===== config.mk =====
export PLATFORM = sky130hd
export DESIGN_NAME = mdp_mem_port
export DESIGN_NICKNAME = d
export VERILOG_FILES = /design/src/hdl/mdp_pkg.sv /design/src/hdl/mdp_sync.sv /design/src/hdl/mdp_mem_port.sv
export SDC_FILE = /design/constraint.sdc
export NUM_CORES = 1
export LEC_CHECK = 0
export BUFFER_PORTS_ARGS = -buffer_cell sky130_fd_sc_hd__buf_2
export CAP_MARGIN = 40
export CORE_ASPECT_RATIO = 1.4
export CORE_UTILIZATION = 40
export CTS_BUF_LIST = sky130_fd_sc_hd__clkbuf_16
export CTS_CLUSTER_SIZE = 20
export DETAILED_ROUTE_END_ITERATION = 8
export SYNTH_ARGS = -nofsm -noshare
export SYNTH_HDL_FRONTEND = slang
export SYNTH_HIERARCHICAL = 1
export SYNTH_SLANG_ARGS = --single-unit

===== constraint.sdc =====
create_clock -name clk_i -period 24.4 [get_ports clk_i]
set_clock_uncertainty 0.05 [all_clocks]
set_input_delay 4.88 -clock clk_i [delete_from_list [all_inputs] [get_ports clk_i]]
set_output_delay 4.88 -clock clk_i [all_outputs]
set_load 0.005 [all_outputs]

===== src/hdl/mdp_pkg.sv =====
// constants, commands and state type of the mobile ddr pattern memory port
// assumes a 200 MHz system clock; the memory clock is that clock divided by two
package mdp_pkg;
   // clocking
   localparam int SYS_CK_NS = 5;
   localparam int MEM_CK_NS = 2 * SYS_CK_NS;
   localparam int MEM_CK_NOMINAL_MHZ = 166;
   // geometry
   localparam int DQ_W = 16;
   localparam int BA_W = 2;
   localparam int ADDR_W = 13;
   localparam int ROW_W = 12;
   localparam int COL_W = 9;
   localparam int BURST_LEN = 4;
   localparam int DATA_W = DQ_W * BURST_LEN;
   localparam int MASK_W = 2 * BURST_LEN;
   localparam int AP_BIT = 10;
   // timing in memory clocks
   localparam int CAS_LAT_CK = 3;
   localparam int T_RCD_CK = 3;
   localparam int T_RP_CK = 3;
   localparam int T_MRD_CK = 2;
   localparam int T_WR_NS = 15;
   localparam int T_WR_CK = (T_WR_NS + MEM_CK_NS - 1) / MEM_CK_NS;
   localparam int T_RFC_NS = 72;
   localparam int T_RFC_CK = (T_RFC_NS + MEM_CK_NS - 1) / MEM_CK_NS;
   localparam int REFRESH_MS = 64;
   localparam int REFRESH_ROWS = 4096;
   localparam int REF_INT_CK = REFRESH_MS * 1000000 / REFRESH_ROWS / MEM_CK_NS;
   localparam int POWERUP_US = 200;
   localparam int POWERUP_CK = POWERUP_US * 1000 / MEM_CK_NS;
   localparam int WR_DONE_CK = BURST_LEN / 2 + 1 + T_WR_CK + T_RP_CK;
   // timing in system clocks
   localparam int RD_TIMEOUT_CYC = 64;
   localparam logic [3:0] WPH_PRE = 4'h2;
   localparam logic [3:0] WPH_FIRST = 4'h3;
   localparam logic [3:0] WPH_LAST = 4'h6;
   localparam logic [3:0] WPH_END = 4'h7;
   // mode registers: burst 4, cas latency 3
   localparam logic [12:0] MODE_REG = 13'h0032;
   localparam logic [12:0] EXT_MODE_REG = 13'h0000;
   localparam logic [1:0] EMR_BA = 2'h2;
   // commands {cs_n, ras_n, cas_n, we_n}
   localparam logic [3:0] CMD_NOP = 4'h7;
   localparam logic [3:0] CMD_ACT = 4'h3;
   localparam logic [3:0] CMD_RD = 4'h5;
   localparam logic [3:0] CMD_WR = 4'h4;
   localparam logic [3:0] CMD_PRE = 4'h2;
   localparam logic [3:0] CMD_REF = 4'h1;
   localparam logic [3:0] CMD_MRS = 4'h0;

   typedef enum logic [3:0] {
      ST_POWERUP, ST_INIT_PRE, ST_INIT_REF1, ST_INIT_REF2, ST_INIT_MRS, ST_INIT_EMRS,
      ST_IDLE, ST_RW, ST_RDATA, ST_WAIT
   } mdp_state_type;
endpackage : mdp_pkg


===== src/hdl/mdp_sync.sv =====
// two flip-flop synchroniser for a group of pins
// assumes the inputs change independently of clk_i
`timescale 1ns/1ps
`default_nettype none
module mdp_sync #(
   parameter int W = 18
) (
   // clock and reset
   input wire logic clk_i,
   input wire logic rst_i,
   // pins in, synchronised out
   input wire logic [W-1:0] d_i,
   output logic [W-1:0] q_o
);
   typedef struct packed {
      logic [W-1:0] s1;
      logic [W-1:0] s2;
   } mdp_sync_type;

   mdp_sync_type st;
   mdp_sync_type next_st;

   always_comb begin
      next_st.s1 = d_i;
      next_st.s2 = st.s1;
   end

   always_ff @(posedge clk_i or posedge rst_i) begin
      if (rst_i) begin
         st <= '0;
      end else begin
         st <= next_st;
      end
   end

   assign q_o = st.s2;
endmodule : mdp_sync
`default_nettype wire


===== src/hdl/mdp_mem_port.sv =====
// mobile ddr sdram port: init, refresh, burst-4 pattern writes and reads
// assumes one x16 device point to point; pins resolved by the bench from the enables
`timescale 1ns/1ps
`default_nettype none
module mdp_mem_port #(
   parameter int POWERUP_CK = mdp_pkg::POWERUP_CK
) (
   // clock and reset
   input wire logic clk_i,
   input wire logic rst_i,
   // pattern requests
   input wire logic req_valid_i,
   output logic req_ready_o,
   input wire logic req_write_i,
   input wire logic [mdp_pkg::BA_W-1:0] req_bank_i,
   input wire logic [mdp_pkg::ROW_W-1:0] req_row_i,
   input wire logic [mdp_pkg::COL_W-1:0] req_col_i,
   input wire logic [mdp_pkg::DATA_W-1:0] req_wdata_i,
   input wire logic [mdp_pkg::MASK_W-1:0] req_wmask_i,
   // read answers and status
   output logic rd_valid_o,
   output logic rd_err_o,
   output logic [mdp_pkg::DATA_W-1:0] rd_data_o,
   output logic init_done_o,
   // memory clock and command
   output logic mem_ck_p_o,
   output logic mem_ck_n_o,
   output logic mem_cke_o,
   output logic mem_cs_n_o,
   output logic mem_ras_n_o,
   output logic mem_cas_n_o,
   output logic mem_we_n_o,
   output logic [mdp_pkg::BA_W-1:0] mem_ba_o,
   output logic [mdp_pkg::ADDR_W-1:0] mem_a_o,
   // memory data, strobes and masks
   input wire logic [mdp_pkg::DQ_W-1:0] mem_dq_i,
   output logic [mdp_pkg::DQ_W-1:0] mem_dq_o,
   output logic mem_dq_oe_o,
   input wire logic sdram_strobe_lo_i,
   output logic sdram_strobe_lo_o,
   output logic sdram_strobe_lo_oe_o,
   input wire logic sdram_strobe_hi_i,
   output logic sdram_strobe_hi_o,
   output logic sdram_strobe_hi_oe_o,
   output logic sdram_mask_lo_o,
   output logic sdram_mask_hi_o
);
   typedef struct packed {
      mdp_pkg::mdp_state_type state;
      mdp_pkg::mdp_state_type ret;
      logic [15:0] cnt;
      logic [10:0] ref_cnt;
      logic ref_pend;
      logic [12:0] ref_age;
      logic ck_p;
      logic ck_n;
      logic cke;
      logic [3:0] cmd;
      logic [1:0] ba;
      logic [12:0] a;
      logic wr;
      logic [1:0] bank;
      logic [11:0] row;
      logic [8:0] col;
      logic [63:0] wdata;
      logic [7:0] wmask;
      logic [3:0] wph;
      logic [15:0] dq;
      logic dq_oe;
      logic dqs;
      logic dqs_oe;
      logic [1:0] dm;
      logic dqs_prev;
      logic [2:0] rcnt;
      logic [6:0] rto;
      logic [63:0] rdata;
      logic rd_valid;
      logic rd_err;
      logic ready;
      logic init_done;
   } mdp_ctl_type;

   mdp_ctl_type st;
   mdp_ctl_type next_st;
   logic cmd_en;
   logic [1:0] widx;
   logic [17:0] pins_s;

   // pins pass two flip-flops before any use
   mdp_sync #(.W(18)) u_sync (
      .clk_i(clk_i),
      .rst_i(rst_i),
      .d_i({sdram_strobe_hi_i, sdram_strobe_lo_i, mem_dq_i}),
      .q_o(pins_s)
   );

   function automatic mdp_ctl_type go_wait(input mdp_ctl_type s, input int cycles,
                                           input mdp_pkg::mdp_state_type r);
      mdp_ctl_type t;
      t = s;
      t.state = mdp_pkg::ST_WAIT;
      t.cnt = 16'(cycles - 1);
      t.ret = r;
      return t;
   endfunction : go_wait

   // commands change only where the memory clock falls
   assign cmd_en = st.ck_p;

   always_comb begin
      next_st = st;
      widx = 2'h0;
      next_st.ck_p = ~st.ck_p;
      next_st.ck_n = st.ck_p;
      next_st.rd_valid = 1'b0;
      next_st.rd_err = 1'b0;
      next_st.dqs_prev = pins_s[16];
      if (st.wph != 4'h0) begin
         next_st.wph = (st.wph == mdp_pkg::WPH_END) ? 4'h0 : st.wph + 4'h1;
      end
      if (st.cmd == mdp_pkg::CMD_REF && !st.ck_p) begin
         next_st.ref_age = 13'h0;
      end else if (st.ref_age != 13'h1fff) begin
         next_st.ref_age = st.ref_age + 13'h1;
      end
      // read capture on each edge of the lower lane strobe
      if (st.state == mdp_pkg::ST_RDATA) begin
         next_st.rto = st.rto + 7'h1;
         if (pins_s[16] != st.dqs_prev && st.rcnt != 3'h4) begin
            next_st.rdata[{st.rcnt[1:0], 4'h0} +: 16] = pins_s[15:0];
            next_st.rcnt = st.rcnt + 3'h1;
         end
         if (next_st.rcnt == 3'h4 || st.rto == 7'(mdp_pkg::RD_TIMEOUT_CYC - 1)) begin
            next_st.rd_valid = 1'b1;
            next_st.rd_err = (next_st.rcnt != 3'h4);
            next_st = go_wait(next_st, mdp_pkg::T_RP_CK, mdp_pkg::ST_IDLE);
         end
      end
      if (cmd_en) begin
         next_st.cmd = mdp_pkg::CMD_NOP;
         // refresh timer, runs from the last init refresh; set wins over the clear below
         if (st.init_done && st.ref_cnt == 11'h0) begin
            next_st.ref_cnt = 11'(mdp_pkg::REF_INT_CK - 1);
         end else if (st.ref_cnt != 11'h0) begin
            next_st.ref_cnt = st.ref_cnt - 11'h1;
         end
         unique case (st.state)
            mdp_pkg::ST_POWERUP: begin
               if (st.cnt == 16'h0) begin
                  next_st.cke = 1'b1;
                  next_st.state = mdp_pkg::ST_INIT_PRE;
               end else begin
                  next_st.cnt = st.cnt - 16'h1;
               end
            end
            mdp_pkg::ST_INIT_PRE: begin
               next_st.cmd = mdp_pkg::CMD_PRE;
               next_st.a = 13'h0;
               next_st.a[mdp_pkg::AP_BIT] = 1'b1;
               next_st = go_wait(next_st, mdp_pkg::T_RP_CK, mdp_pkg::ST_INIT_REF1);
            end
            mdp_pkg::ST_INIT_REF1: begin
               next_st.cmd = mdp_pkg::CMD_REF;
               next_st = go_wait(next_st, mdp_pkg::T_RFC_CK, mdp_pkg::ST_INIT_REF2);
            end
            mdp_pkg::ST_INIT_REF2: begin
               next_st.cmd = mdp_pkg::CMD_REF;
               next_st.ref_cnt = 11'(mdp_pkg::REF_INT_CK - 2);
               next_st = go_wait(next_st, mdp_pkg::T_RFC_CK, mdp_pkg::ST_INIT_MRS);
            end
            mdp_pkg::ST_INIT_MRS: begin
               next_st.cmd = mdp_pkg::CMD_MRS;
               next_st.ba = 2'h0;
               next_st.a = mdp_pkg::MODE_REG;
               next_st = go_wait(next_st, mdp_pkg::T_MRD_CK, mdp_pkg::ST_INIT_EMRS);
            end
            mdp_pkg::ST_INIT_EMRS: begin
               next_st.cmd = mdp_pkg::CMD_MRS;
               next_st.ba = mdp_pkg::EMR_BA;
               next_st.a = mdp_pkg::EXT_MODE_REG;
               next_st.init_done = 1'b1;
               next_st = go_wait(next_st, mdp_pkg::T_MRD_CK, mdp_pkg::ST_IDLE);
            end
            mdp_pkg::ST_IDLE: begin
               if (st.ref_pend) begin
                  next_st.cmd = mdp_pkg::CMD_REF;
                  next_st.ref_pend = 1'b0;
                  next_st = go_wait(next_st, mdp_pkg::T_RFC_CK, mdp_pkg::ST_IDLE);
               end else if (req_valid_i && st.ready) begin
                  next_st.wr = req_write_i;
                  next_st.bank = req_bank_i;
                  next_st.row = req_row_i;
                  next_st.col = {req_col_i[8:2], 2'h0};
                  next_st.wdata = req_wdata_i;
                  next_st.wmask = req_wmask_i;
                  next_st.cmd = mdp_pkg::CMD_ACT;
                  next_st.ba = req_bank_i;
                  next_st.a = {1'b0, req_row_i};
                  next_st = go_wait(next_st, mdp_pkg::T_RCD_CK, mdp_pkg::ST_RW);
               end
            end
            mdp_pkg::ST_RW: begin
               next_st.ba = st.bank;
               next_st.a = 13'h0;
               next_st.a[mdp_pkg::AP_BIT] = 1'b1;
               next_st.a[mdp_pkg::COL_W-1:0] = st.col;
               if (st.wr) begin
                  next_st.cmd = mdp_pkg::CMD_WR;
                  next_st.wph = 4'h1;
                  next_st = go_wait(next_st, mdp_pkg::WR_DONE_CK, mdp_pkg::ST_IDLE);
               end else begin
                  next_st.cmd = mdp_pkg::CMD_RD;
                  next_st.rcnt = 3'h0;
                  next_st.rto = 7'h0;
                  next_st.state = mdp_pkg::ST_RDATA;
               end
            end
            mdp_pkg::ST_RDATA: begin
            end
            mdp_pkg::ST_WAIT: begin
               if (st.cnt == 16'h0) begin
                  next_st.state = st.ret;
               end else begin
                  next_st.cnt = st.cnt - 16'h1;
               end
            end
         endcase
         if (st.init_done && st.ref_cnt == 11'h0) begin
            next_st.ref_pend = 1'b1;
         end
      end
      // write burst: strobe preamble, four words, postamble
      next_st.dqs_oe = next_st.wph >= mdp_pkg::WPH_PRE && next_st.wph <= mdp_pkg::WPH_END;
      next_st.dqs = next_st.wph == mdp_pkg::WPH_FIRST || next_st.wph == 4'h5;
      next_st.dq_oe = next_st.wph >= mdp_pkg::WPH_FIRST && next_st.wph <= mdp_pkg::WPH_LAST;
      next_st.dq = 16'h0;
      next_st.dm = 2'h0;
      if (next_st.dq_oe) begin
         widx = 2'(next_st.wph - mdp_pkg::WPH_FIRST);
         next_st.dq = next_st.wdata[{widx, 4'h0} +: 16];
         next_st.dm = next_st.wmask[{widx, 1'b0} +: 2];
      end
      next_st.ready = next_st.state == mdp_pkg::ST_IDLE && !next_st.ref_pend &&
                      next_st.ck_p && next_st.init_done;
   end

   always_ff @(posedge clk_i or posedge rst_i) begin
      if (rst_i) begin
         st <= '0;
         st.ck_n <= 1'b1;
         st.cmd <= mdp_pkg::CMD_NOP;
         st.cnt <= 16'(POWERUP_CK);
      end else begin
         st <= next_st;
      end
   end

   assign req_ready_o = st.ready;
   assign rd_valid_o = st.rd_valid;
   assign rd_err_o = st.rd_err;
   assign rd_data_o = st.rdata;
   assign init_done_o = st.init_done;
   assign mem_ck_p_o = st.ck_p;
   assign mem_ck_n_o = st.ck_n;
   assign mem_cke_o = st.cke;
   assign {mem_cs_n_o, mem_ras_n_o, mem_cas_n_o, mem_we_n_o} = st.cmd;
   assign mem_ba_o = st.ba;
   assign mem_a_o = st.a;
   assign mem_dq_o = st.dq;
   assign mem_dq_oe_o = st.dq_oe;
   assign sdram_strobe_lo_o = st.dqs;
   assign sdram_strobe_lo_oe_o = st.dqs_oe;
   assign sdram_strobe_hi_o = st.dqs;
   assign sdram_strobe_hi_oe_o = st.dqs_oe;
   assign sdram_mask_lo_o = st.dm[0];
   assign sdram_mask_hi_o = st.dm[1];

   // checks
   localparam int REF_AGE_MAX = 2 * (mdp_pkg::REF_INT_CK + mdp_pkg::T_RFC_CK + 64);
   logic act_now;
   logic pre_now;
   logic wr_now;
   logic rd_now;
   assign act_now = !st.ck_p && st.cmd == mdp_pkg::CMD_ACT;
   assign pre_now = !st.ck_p && st.cmd == mdp_pkg::CMD_PRE;
   assign wr_now = !st.ck_p && st.cmd == mdp_pkg::CMD_WR;
   assign rd_now = !st.ck_p && st.cmd == mdp_pkg::CMD_RD;
endmodule : mdp_mem_port
`default_nettype wire


======== After elaboration in Yosys (flattened, before gate mapping) ========
Index checks and enable logic that the tools add are counted.
word-level totals
  bits in registers ....................... 305
  input bits .............................. 117
  output and inout bits ................... 113
  logic and storage cells ................. 126
operators by class
  add/subtract/negate cells ............... 8
  order comparisons ....................... 4
  equality and inequality tests ........... 20
  shift-type cells ........................ 4
  muxes and demuxes ....................... 33
  bitwise logic cells ..................... 1
  reductions and logical operators ........ 22
operators with widths
  operator                                                                  count
  271-bit two-way mux                                                       5
  219-bit case mux with 6 select lines                                      1
  16-bit case mux with 6 select lines                                       1
  27-bit case mux with 3 select lines                                       1
  64-bit bitwise mux                                                        1
  64-bit two-way mux                                                        1
  16-bit by 8-bit variable shift with 64-bit output (first input constant)  1
  16-bit by 8-bit variable part select with 64-bit output                   1
  64-bit by 7-bit variable part select with 16-bit output                   1
  48-bit two-way mux                                                        1
  16-bit two-way mux                                                        2
  4-bit by 3-bit equality test with 1-bit output (second input constant)    7
  4-bit case mux with 7 select lines                                        1
  13-bit two-way mux                                                        2
  26-bit two-way mux                                                        1
  11-bit two-way mux                                                        2
  4-bit case mux with 5 select lines                                        1
  16-bit zero test                                                          1
  4-bit two-way mux                                                         4
  16-bit by 1-bit subtractor with 16-bit output (second input constant)     1
  13-bit by 1-bit adder with 13-bit output (second input constant)          1
  13-bit != test (second input constant)                                    1
  4-bit by 2-bit equality test with 1-bit output (second input constant)    3
  11-bit zero test                                                          1
  other kinds (29)                                                          50

======== Longest topological paths before layout ========
Gate-level depths: netlist of run 1.
  depth after elaboration ................. 19
  depth in mapped cells ................... 13
  depth with buffers taken out ............ 10

======== Cells and area by module ========
Netlist of run 1, hierarchy kept.
by module, submodules not included
  module        times used  cells an instance  area each (sq um)  seq. area each (sq um)
  mdp_mem_port  1           1276               12025.3            6067.1
  mdp_sync      1           37                 904.6              900.9

======== Least setup slack after synthesis of run 1 ========
No wires, ideal clock.
  path kind ............................... in2reg
  start point ............................. in req_valid_i
  end point ............................... reg st, in the netlist mem_dq_o[10]
  library setup time ...................... 122 ps
  arrival ................................. 6649 ps
  data required time ...................... 24228 ps
  path slack .............................. 17580 ps
  stages on the path ...................... 8
  path buffers ............................ 2
  cells stage by stage .................... nand2_1 > nor4_4 > and3_1 > buf_6 > buf_6 > mux2_2 > mux2_2 > a32o_1
RTL lines
  what                  line                 text
  from (decl)           mdp_mem_port.sv:12   input wire logic req_valid_i,
  to (signal assigned)  mdp_mem_port.sv:254  st <= next_st;
  to (decl)             mdp_mem_port.sv:83   mdp_ctl_type st;

==> impl_summary.txt, run 1 <==
----------------------------------------------------
[Clock network]
  TritonCTS clock tree ... yes
  Clk buf depth ... 3
  Later-pin clock latency in the skew report ... between 0.5 and 0.6 ns
  Clock transition at the register clock pins on the worst setup and hold paths after CTS ... around 0.060 ns
  Count of hold buffers inserted by post-cts repair ... 0
  CTS Buf Count ... 29
  Resize count post-CTS ... 0
  Root buffer cell ... clkbuf_16
  CTS H-tree depth ... 1
  Setup fix buffers added after clock tree synthesis ... 0
  Clk sinks ... approximately 280

[Pwr]
  Power density over cell area ... ~63 mW/mm^2
  Maximum ir drop on the vdd rail ... approximately 56 uV
  Leakage power figure ... between 7 and 8 nW

[Global routing]
  Global router's overall resource usage ... between 10% and 20%
  GR met2 Demand/Resource ... 32.8%
  Number of global-route vias before repair ... about 9.7k
  Number of antenna violations at the first check in global routing ... 3
  Maximum number of pins on one net before global-route repair ... just over 100
  Global-route wire length before repair ... around 50,000 um
  Global route hottest layer ... met2
  Overflow left after global routing ... 0
  Met3 capacity usage during global routing ... roughly 4.9%
  M1 GR Usage ... about 22%

[Yosys]
  Average size of a mapped cell ... slightly below 10 sq um
  Synth warn ... 6
  Cell count after synthesis ... around 1.3k
  Netlist Area Pre-Place ... 0.0129 sq mm

[Floorplan]
  I/O pins ... 230
  Starting Density ... about two fifths
  Die width ... 154 um
  Row cnt ... 77
  Die Span Y ... about 210 um
  Core area ... roughly 0.032 sq mm
  Area enclosed by the die boundary ... roughly 0.033 sq mm

[Routing]
  Aggregate routed wire length ... 30,500 um
  Length of the first detailed-routing pass in iterations ... 5
  Remaining design rule violation count ... 0
  Via density per instance ... around 5.2
  DRT iter0 DRCs ... 309
  Post-detailed-route wirelength per cell ... about 17 um
  Number of antenna-violating nets in the routed design ... 0
  Total number of vias ... 9,565

[Worst setup path]
  Worst endpoint data arrival time ... about 7.8 ns
  Sort of element at the start of the critical path ... primary input
  Crit path required time ... between 20 and 25 ns
  Critical Setup Path Class ... primary input to flip-flop
  Crit. End Element ... flip-flop
  Critical path peak fanout ... 74

[Timing]
  Least-Margin Pin Slew ... roughly 0.84 ns
  Final TNS setup ... 0 ns
  Finish-stage setup viols ... 0
  Fraction of the cycle the final worst path needs ... a little under a third
  Slew headroom ... approximately 44%
  Final Hold Vio Count ... 0
  Final critical path time including I/O delays and setup ... 7.37 ns
  Setup repair after global routing missed its margin ... false
  Peak clock frequency supported by timing ... about 140 MHz
  Final count of pins violating max slew ... 0

[Min path]
  HP Class ... flip-flop to flip-flop

[Run status]
  Status ... complete, no violations

[Layout]
  Footprint of the multi-input gates ... a little under 0.005 sq mm
  Share of post-route cells with drive strength above 1 ... between 20 and 30%
  Area growth from synthesis to layout ... 13.8%
  Reg area ... 0.00692 sq mm
  Number of nets in the layout ... 1,556
  Summed area of non-filler cells in the final layout ... about 0.015 sq mm
  Number of fillers in the final layout ... 3,069
  Number of antenna cells inserted ... 0

[Placement]
  Total of buffers placed on input and output ports ... 224
  Placer congestion estimate ... 0.828
  Instance area at placement ... between 0.01 and 0.015 sq mm
  HPWL reported at the end of detailed placement ... around 21,000 um

[Run]
  Max Cap Violations ... 0

----------------------------------------------------
[final timing paths]
check                                            start                        end  slack (ns)  depth (start not counted)
max                                        req_valid_i      mem_dq_o[6]$_DFF_PP0_       17.03                          9
min                        u_sync/next_st[7]$_DFF_PP0_    u_sync/q_o[7]$_DFF_PP0_        0.30                          0
max reg2reg                          st[269]$_DFF_PP0_      mem_dq_o[6]$_DFF_PP0_       20.46                          8
min reg2reg                u_sync/next_st[7]$_DFF_PP0_    u_sync/q_o[7]$_DFF_PP0_        0.30                          0
max in group asynchronous                        rst_i          st[135]$_DFF_PP0_       17.78                          5
min in group asynchronous                        rst_i  rd_data_o[17]$_DFFE_PP0P_        4.41                          2
[critical path, cell delays in order]
cell and delay [ns]:
buf_2 0.12, nand2_1 0.12, nor4_4 0.26, buf_4 0.28
and3_4 0.44, buf_4 0.70, mux2_2 0.43, mux2_2 0.27
a32o_1 0.20
[report_power, final]
part / leakage, nW / switching, mW / total [mW] / internal (mW)
Combinational: 3.17 / 0.0135 / 0.0213 / 0.00772
Sequential: 3.69 / 0.00213 / 0.463 / 0.461
Clock: 0.470 / 0.188 / 0.437 / 0.249
[per-layer routing]
| layer | share of wire, % | up-vias |
|---|---|---|
| met1 | 41 | 4615 |
| li1 | - | 4628 |
| met3 | 7.0 | 52 |
| met5 | 0.13 | - |
| met4 | 2.3 | 6 |
| met2 | 50 | 264 |
[through the flow]
stage / hold slack, ns / std cells / worst slack (ns) / total power [mW] / util (%)
finish: 0.297 / 1844 / 17.03 / 0.921 / 46.4
global route: 0.303 / 1844 / 16.87 / 0.953 / 46.4
CTS: 0.298 / 1844 / 17.03 / 0.933 / 46.4
detailed placement: 0.285 / 1790 / 16.44 / 0.493 / 43.4
global placement: 0.284 / 1784 / 16.46 / 0.492 / 43.0
floorplan: 0.281 / 1312 / 12.84 / 0.479 / -
[state kept, by name (all words and copies together) (netlist names), 2 cells and up]
register        count
mem_ba_o            2
mem_dq_o           16
rd_data_o          64
mem_a_o            12
u_sync/q_o         17
st                133
u_sync/next_st     17
[final cells by class]
| cell class | instances | share of cell area (%) |
|---|---|---|
| flip-flops and latches | 276 | 47.2 |
| multi-input cells | 850 | 33.1 |
| repair buffers | 246 | 9.32 |
| clock buffers | 29 | 4.95 |
| well taps | 395 | 3.37 |
| clock inverters | 25 | 1.43 |
| inverters | 23 | 0.640 |
[cell usage in the layout, fill, tap and decap left out, types with 6 or more instances in the layout]
master,count
clkbuf_16,29
or3_1,11
a22oi_1,9
dfstp_2,9
xnor2_1,6
a32o_1,13
dfrtp_1,267
nor2b_1,8
a211oi_1,38
inv_1,24
a31oi_1,11
ha_1,13
mux2_1,6
buf_2,224
o21ai_0,100
nand2_1,310
a22o_1,6
nand2b_1,7
buf_4,17
nor3_1,17
xor2_1,6
nor2_1,75
a21oi_1,36
mux2_2,48
clkinv_1,8
nand3_1,35
Note: power is estimated with default switching activity, not from simulation.
==> run 2: changes to the inputs <==
==> constraint.sdc (replaced) <==
create_clock -name clk_i -period 7 [get_ports clk_i]
set_clock_uncertainty 0.05 [all_clocks]
set_input_delay 1.4 -clock clk_i [delete_from_list [all_inputs] [get_ports clk_i]]
set_output_delay 1.4 -clock clk_i [all_outputs]
set_load 0.005 [all_outputs]
==> impl_summary.txt, run 2 (synthesis results as in run 1) <==
----------------------------------------------------
[Timing]
  Least-Margin Pin Slew ... between 1 and 1.5 ns
  Final Hold Vio Count ... 0
  Final count of pins violating max slew ... 0
  Final TNS setup ... 0 ns
  Slew headroom ... roughly 27%
  Worst slack on hold paths ... 0.288 ns
  Finish-stage setup viols ... 0
  Setup repair after global routing missed its margin ... false
  Fraction of the cycle the final worst path needs ... between 40% and 50%
  Final critical path time including I/O delays and setup ... 3.48 ns
  Peak clock frequency supported by timing ... 287 MHz

[Routing]
  Via density per instance ... between 5 and 6
  Remaining design rule violation count ... 0
  Aggregate routed wire length ... about 30,000 um
  Post-detailed-route wirelength per cell ... roughly 16 um
  Length of the first detailed-routing pass in iterations ... 5
  Number of antenna-violating nets in the routed design ... 0
  DRT iter0 DRCs ... a little over 400
  Total number of vias ... 9,562

[Min path]
  HP Class ... flip-flop to flip-flop

[Global routing]
  Number of antenna violations at the first check in global routing ... 7
  Global router's overall resource usage ... a little under a fifth
  Maximum number of pins on one net before global-route repair ... between 150 and 200
  Global-route wire length before repair ... about 50,000 um
  Overflow left after global routing ... 0
  Number of global-route vias before repair ... 9,497

[Layout]
  Most flops, register ... st
  Number of nets in the layout ... approximately 1.6k
  Number of fillers in the final layout ... ~3k
  Most common cell after layout, fill and taps aside ... nand2_1
  Share of post-route cells with drive strength above 1 ... between 20% and 30%
  Footprint of the multi-input gates ... 0.00485 sq mm
  Reg area ... a little under 0.007 sq mm
  Commonest cells after routing, fill and taps aside ... nand2_1, dfrtp_1, buf_2, o21ai_0, nor2_1
  Largest register FFs ... 133
  Post-layout util ... ~46%
  Area growth from synthesis to layout ... 14.1%

[Placement]
  HPWL reported at the end of detailed placement ... between 20,000 and 25,000 um
  Placer congestion estimate ... 0.803
  Total of buffers placed on input and output ports ... between 200 and 250

[Worst setup path]
  Buf/Inv on CP ... 1
  Sort of element at the start of the critical path ... flip-flop
  Crit path required time ... ~7.4 ns
  Critical Setup Path Class ... flip-flop to flip-flop
  Longest individual stage delay on the worst path ... approximately 0.8 ns
  Slowest stage cell, crit path ... dfrtp_1
  Critical path peak fanout ... about 70
  Cells along the critical path ... nand2_1 -> nor4_4 -> and3_4 -> buf_16 -> mux2_2 -> mux2_2 -> a32o_1
  Worst endpoint data arrival time ... between 3 and 4 ns
  Crit. End Element ... flip-flop
  Critical path's most frequent cell ... mux2_2
  Top cell family by delay on the critical path ... simple AND/OR/NAND/NOR gates

[Floorplan]
  Area enclosed by the die boundary ... roughly 0.033 sq mm
  I/O pins ... 230
  Die Span Y ... ~210 um
  Die width ... approximately 150 um
  Row cnt ... just under 80
  Starting Density ... 40.8%
  Core area ... approximately 0.032 sq mm

[Clock network]
  TritonCTS clock tree ... yes
  Setup fix buffers added after clock tree synthesis ... 0
  Clk buf depth ... 3
  CTS Buf Count ... 28
  Clock transition at the register clock pins on the worst setup and hold paths after CTS ... around 0.060 ns
  Count of hold buffers inserted by post-cts repair ... 0
  Root buffer cell ... clkbuf_16
  CTS H-tree depth ... 1
  Clk sinks ... around 280
  Later-pin clock latency in the skew report ... between 0.5 and 0.6 ns
  Resize count post-CTS ... 0

[Pwr]
  Leakage power figure ... between 7 and 8 nW
  Maximum ir drop on the vdd rail ... between 150 and 200 uV
  Power density over cell area ... between 200 and 250 mW/mm^2
  Final Total Pwr ... 3.25 mW

[Run status]
  Status ... complete, no violations

[Run]
  Max Cap Violations ... 0

----------------------------------------------------
[run 2: changes by cell type in the layout (fill, tap and decap cells not counted), sizes merged]
cell and change:
diode +3, clkinv -1, inv -4, bufinv +2
[run 2: final timing paths]
path / cells after the start / slack [ns] / startpoint / end
setup / recovery: 7 / 3.52 / st[269]$_DFF_PP0_ / mem_dq_o[13]$_DFF_PP0_
hold / removal: 0 / 0.29 / u_sync/next_st[13]$_DFF_PP0_ / u_sync/q_o[13]$_DFF_PP0_
setup reg to reg: 7 / 3.52 / st[269]$_DFF_PP0_ / mem_dq_o[13]$_DFF_PP0_
hold reg to reg: 0 / 0.29 / u_sync/next_st[13]$_DFF_PP0_ / u_sync/q_o[13]$_DFF_PP0_
max in group asynchronous: 4 / 4.34 / rst_i / rd_data_o[37]$_DFFE_PP0P_
min in group asynchronous: 3 / 0.91 / rst_i / u_sync/q_o[6]$_DFF_PP0_
[run 2: power by group]
group	leakage, nW	internal [mW]	switching, mW
registers	3.69	1.61	0.00717
clock network	0.485	0.930	0.632
logic	3.16	0.0264	0.0453
total	7.34	2.56	0.685
[run 2: layout make-up]
class / count / area share, %
flip-flops and latches: 276 / 47.1
multi-input cells: 850 / 33.0
repair buffers: 246 / 9.38
clock buffers: 29 / 4.94
well taps: 395 / 3.36
clock inverters: 22 / 1.56
inverters: 23 / 0.613
diodes: 3 / 0.0511
[run 2: through the flow]
| stage | cell area (sq um) | instances | setup slack (ns) |
|---|---|---|---|
| CTS | 14700 | 1841 | 3.55 |
| global placement | 13600 | 1782 | 2.23 |
| detailed placement | 13700 | 1790 | 3.07 |
| floorplan | 12900 | 1312 | 2.38 |
| global route | 14700 | 1842 | 3.38 |
| finish | 14700 | 1844 | 3.52 |
[run 2: layer usage]
layer	wire, um	global-route usage (%)
met4	572	5.27
met5	55	0
met1	12500	22.4
met2	15100	32.6
met3	2120	5.05
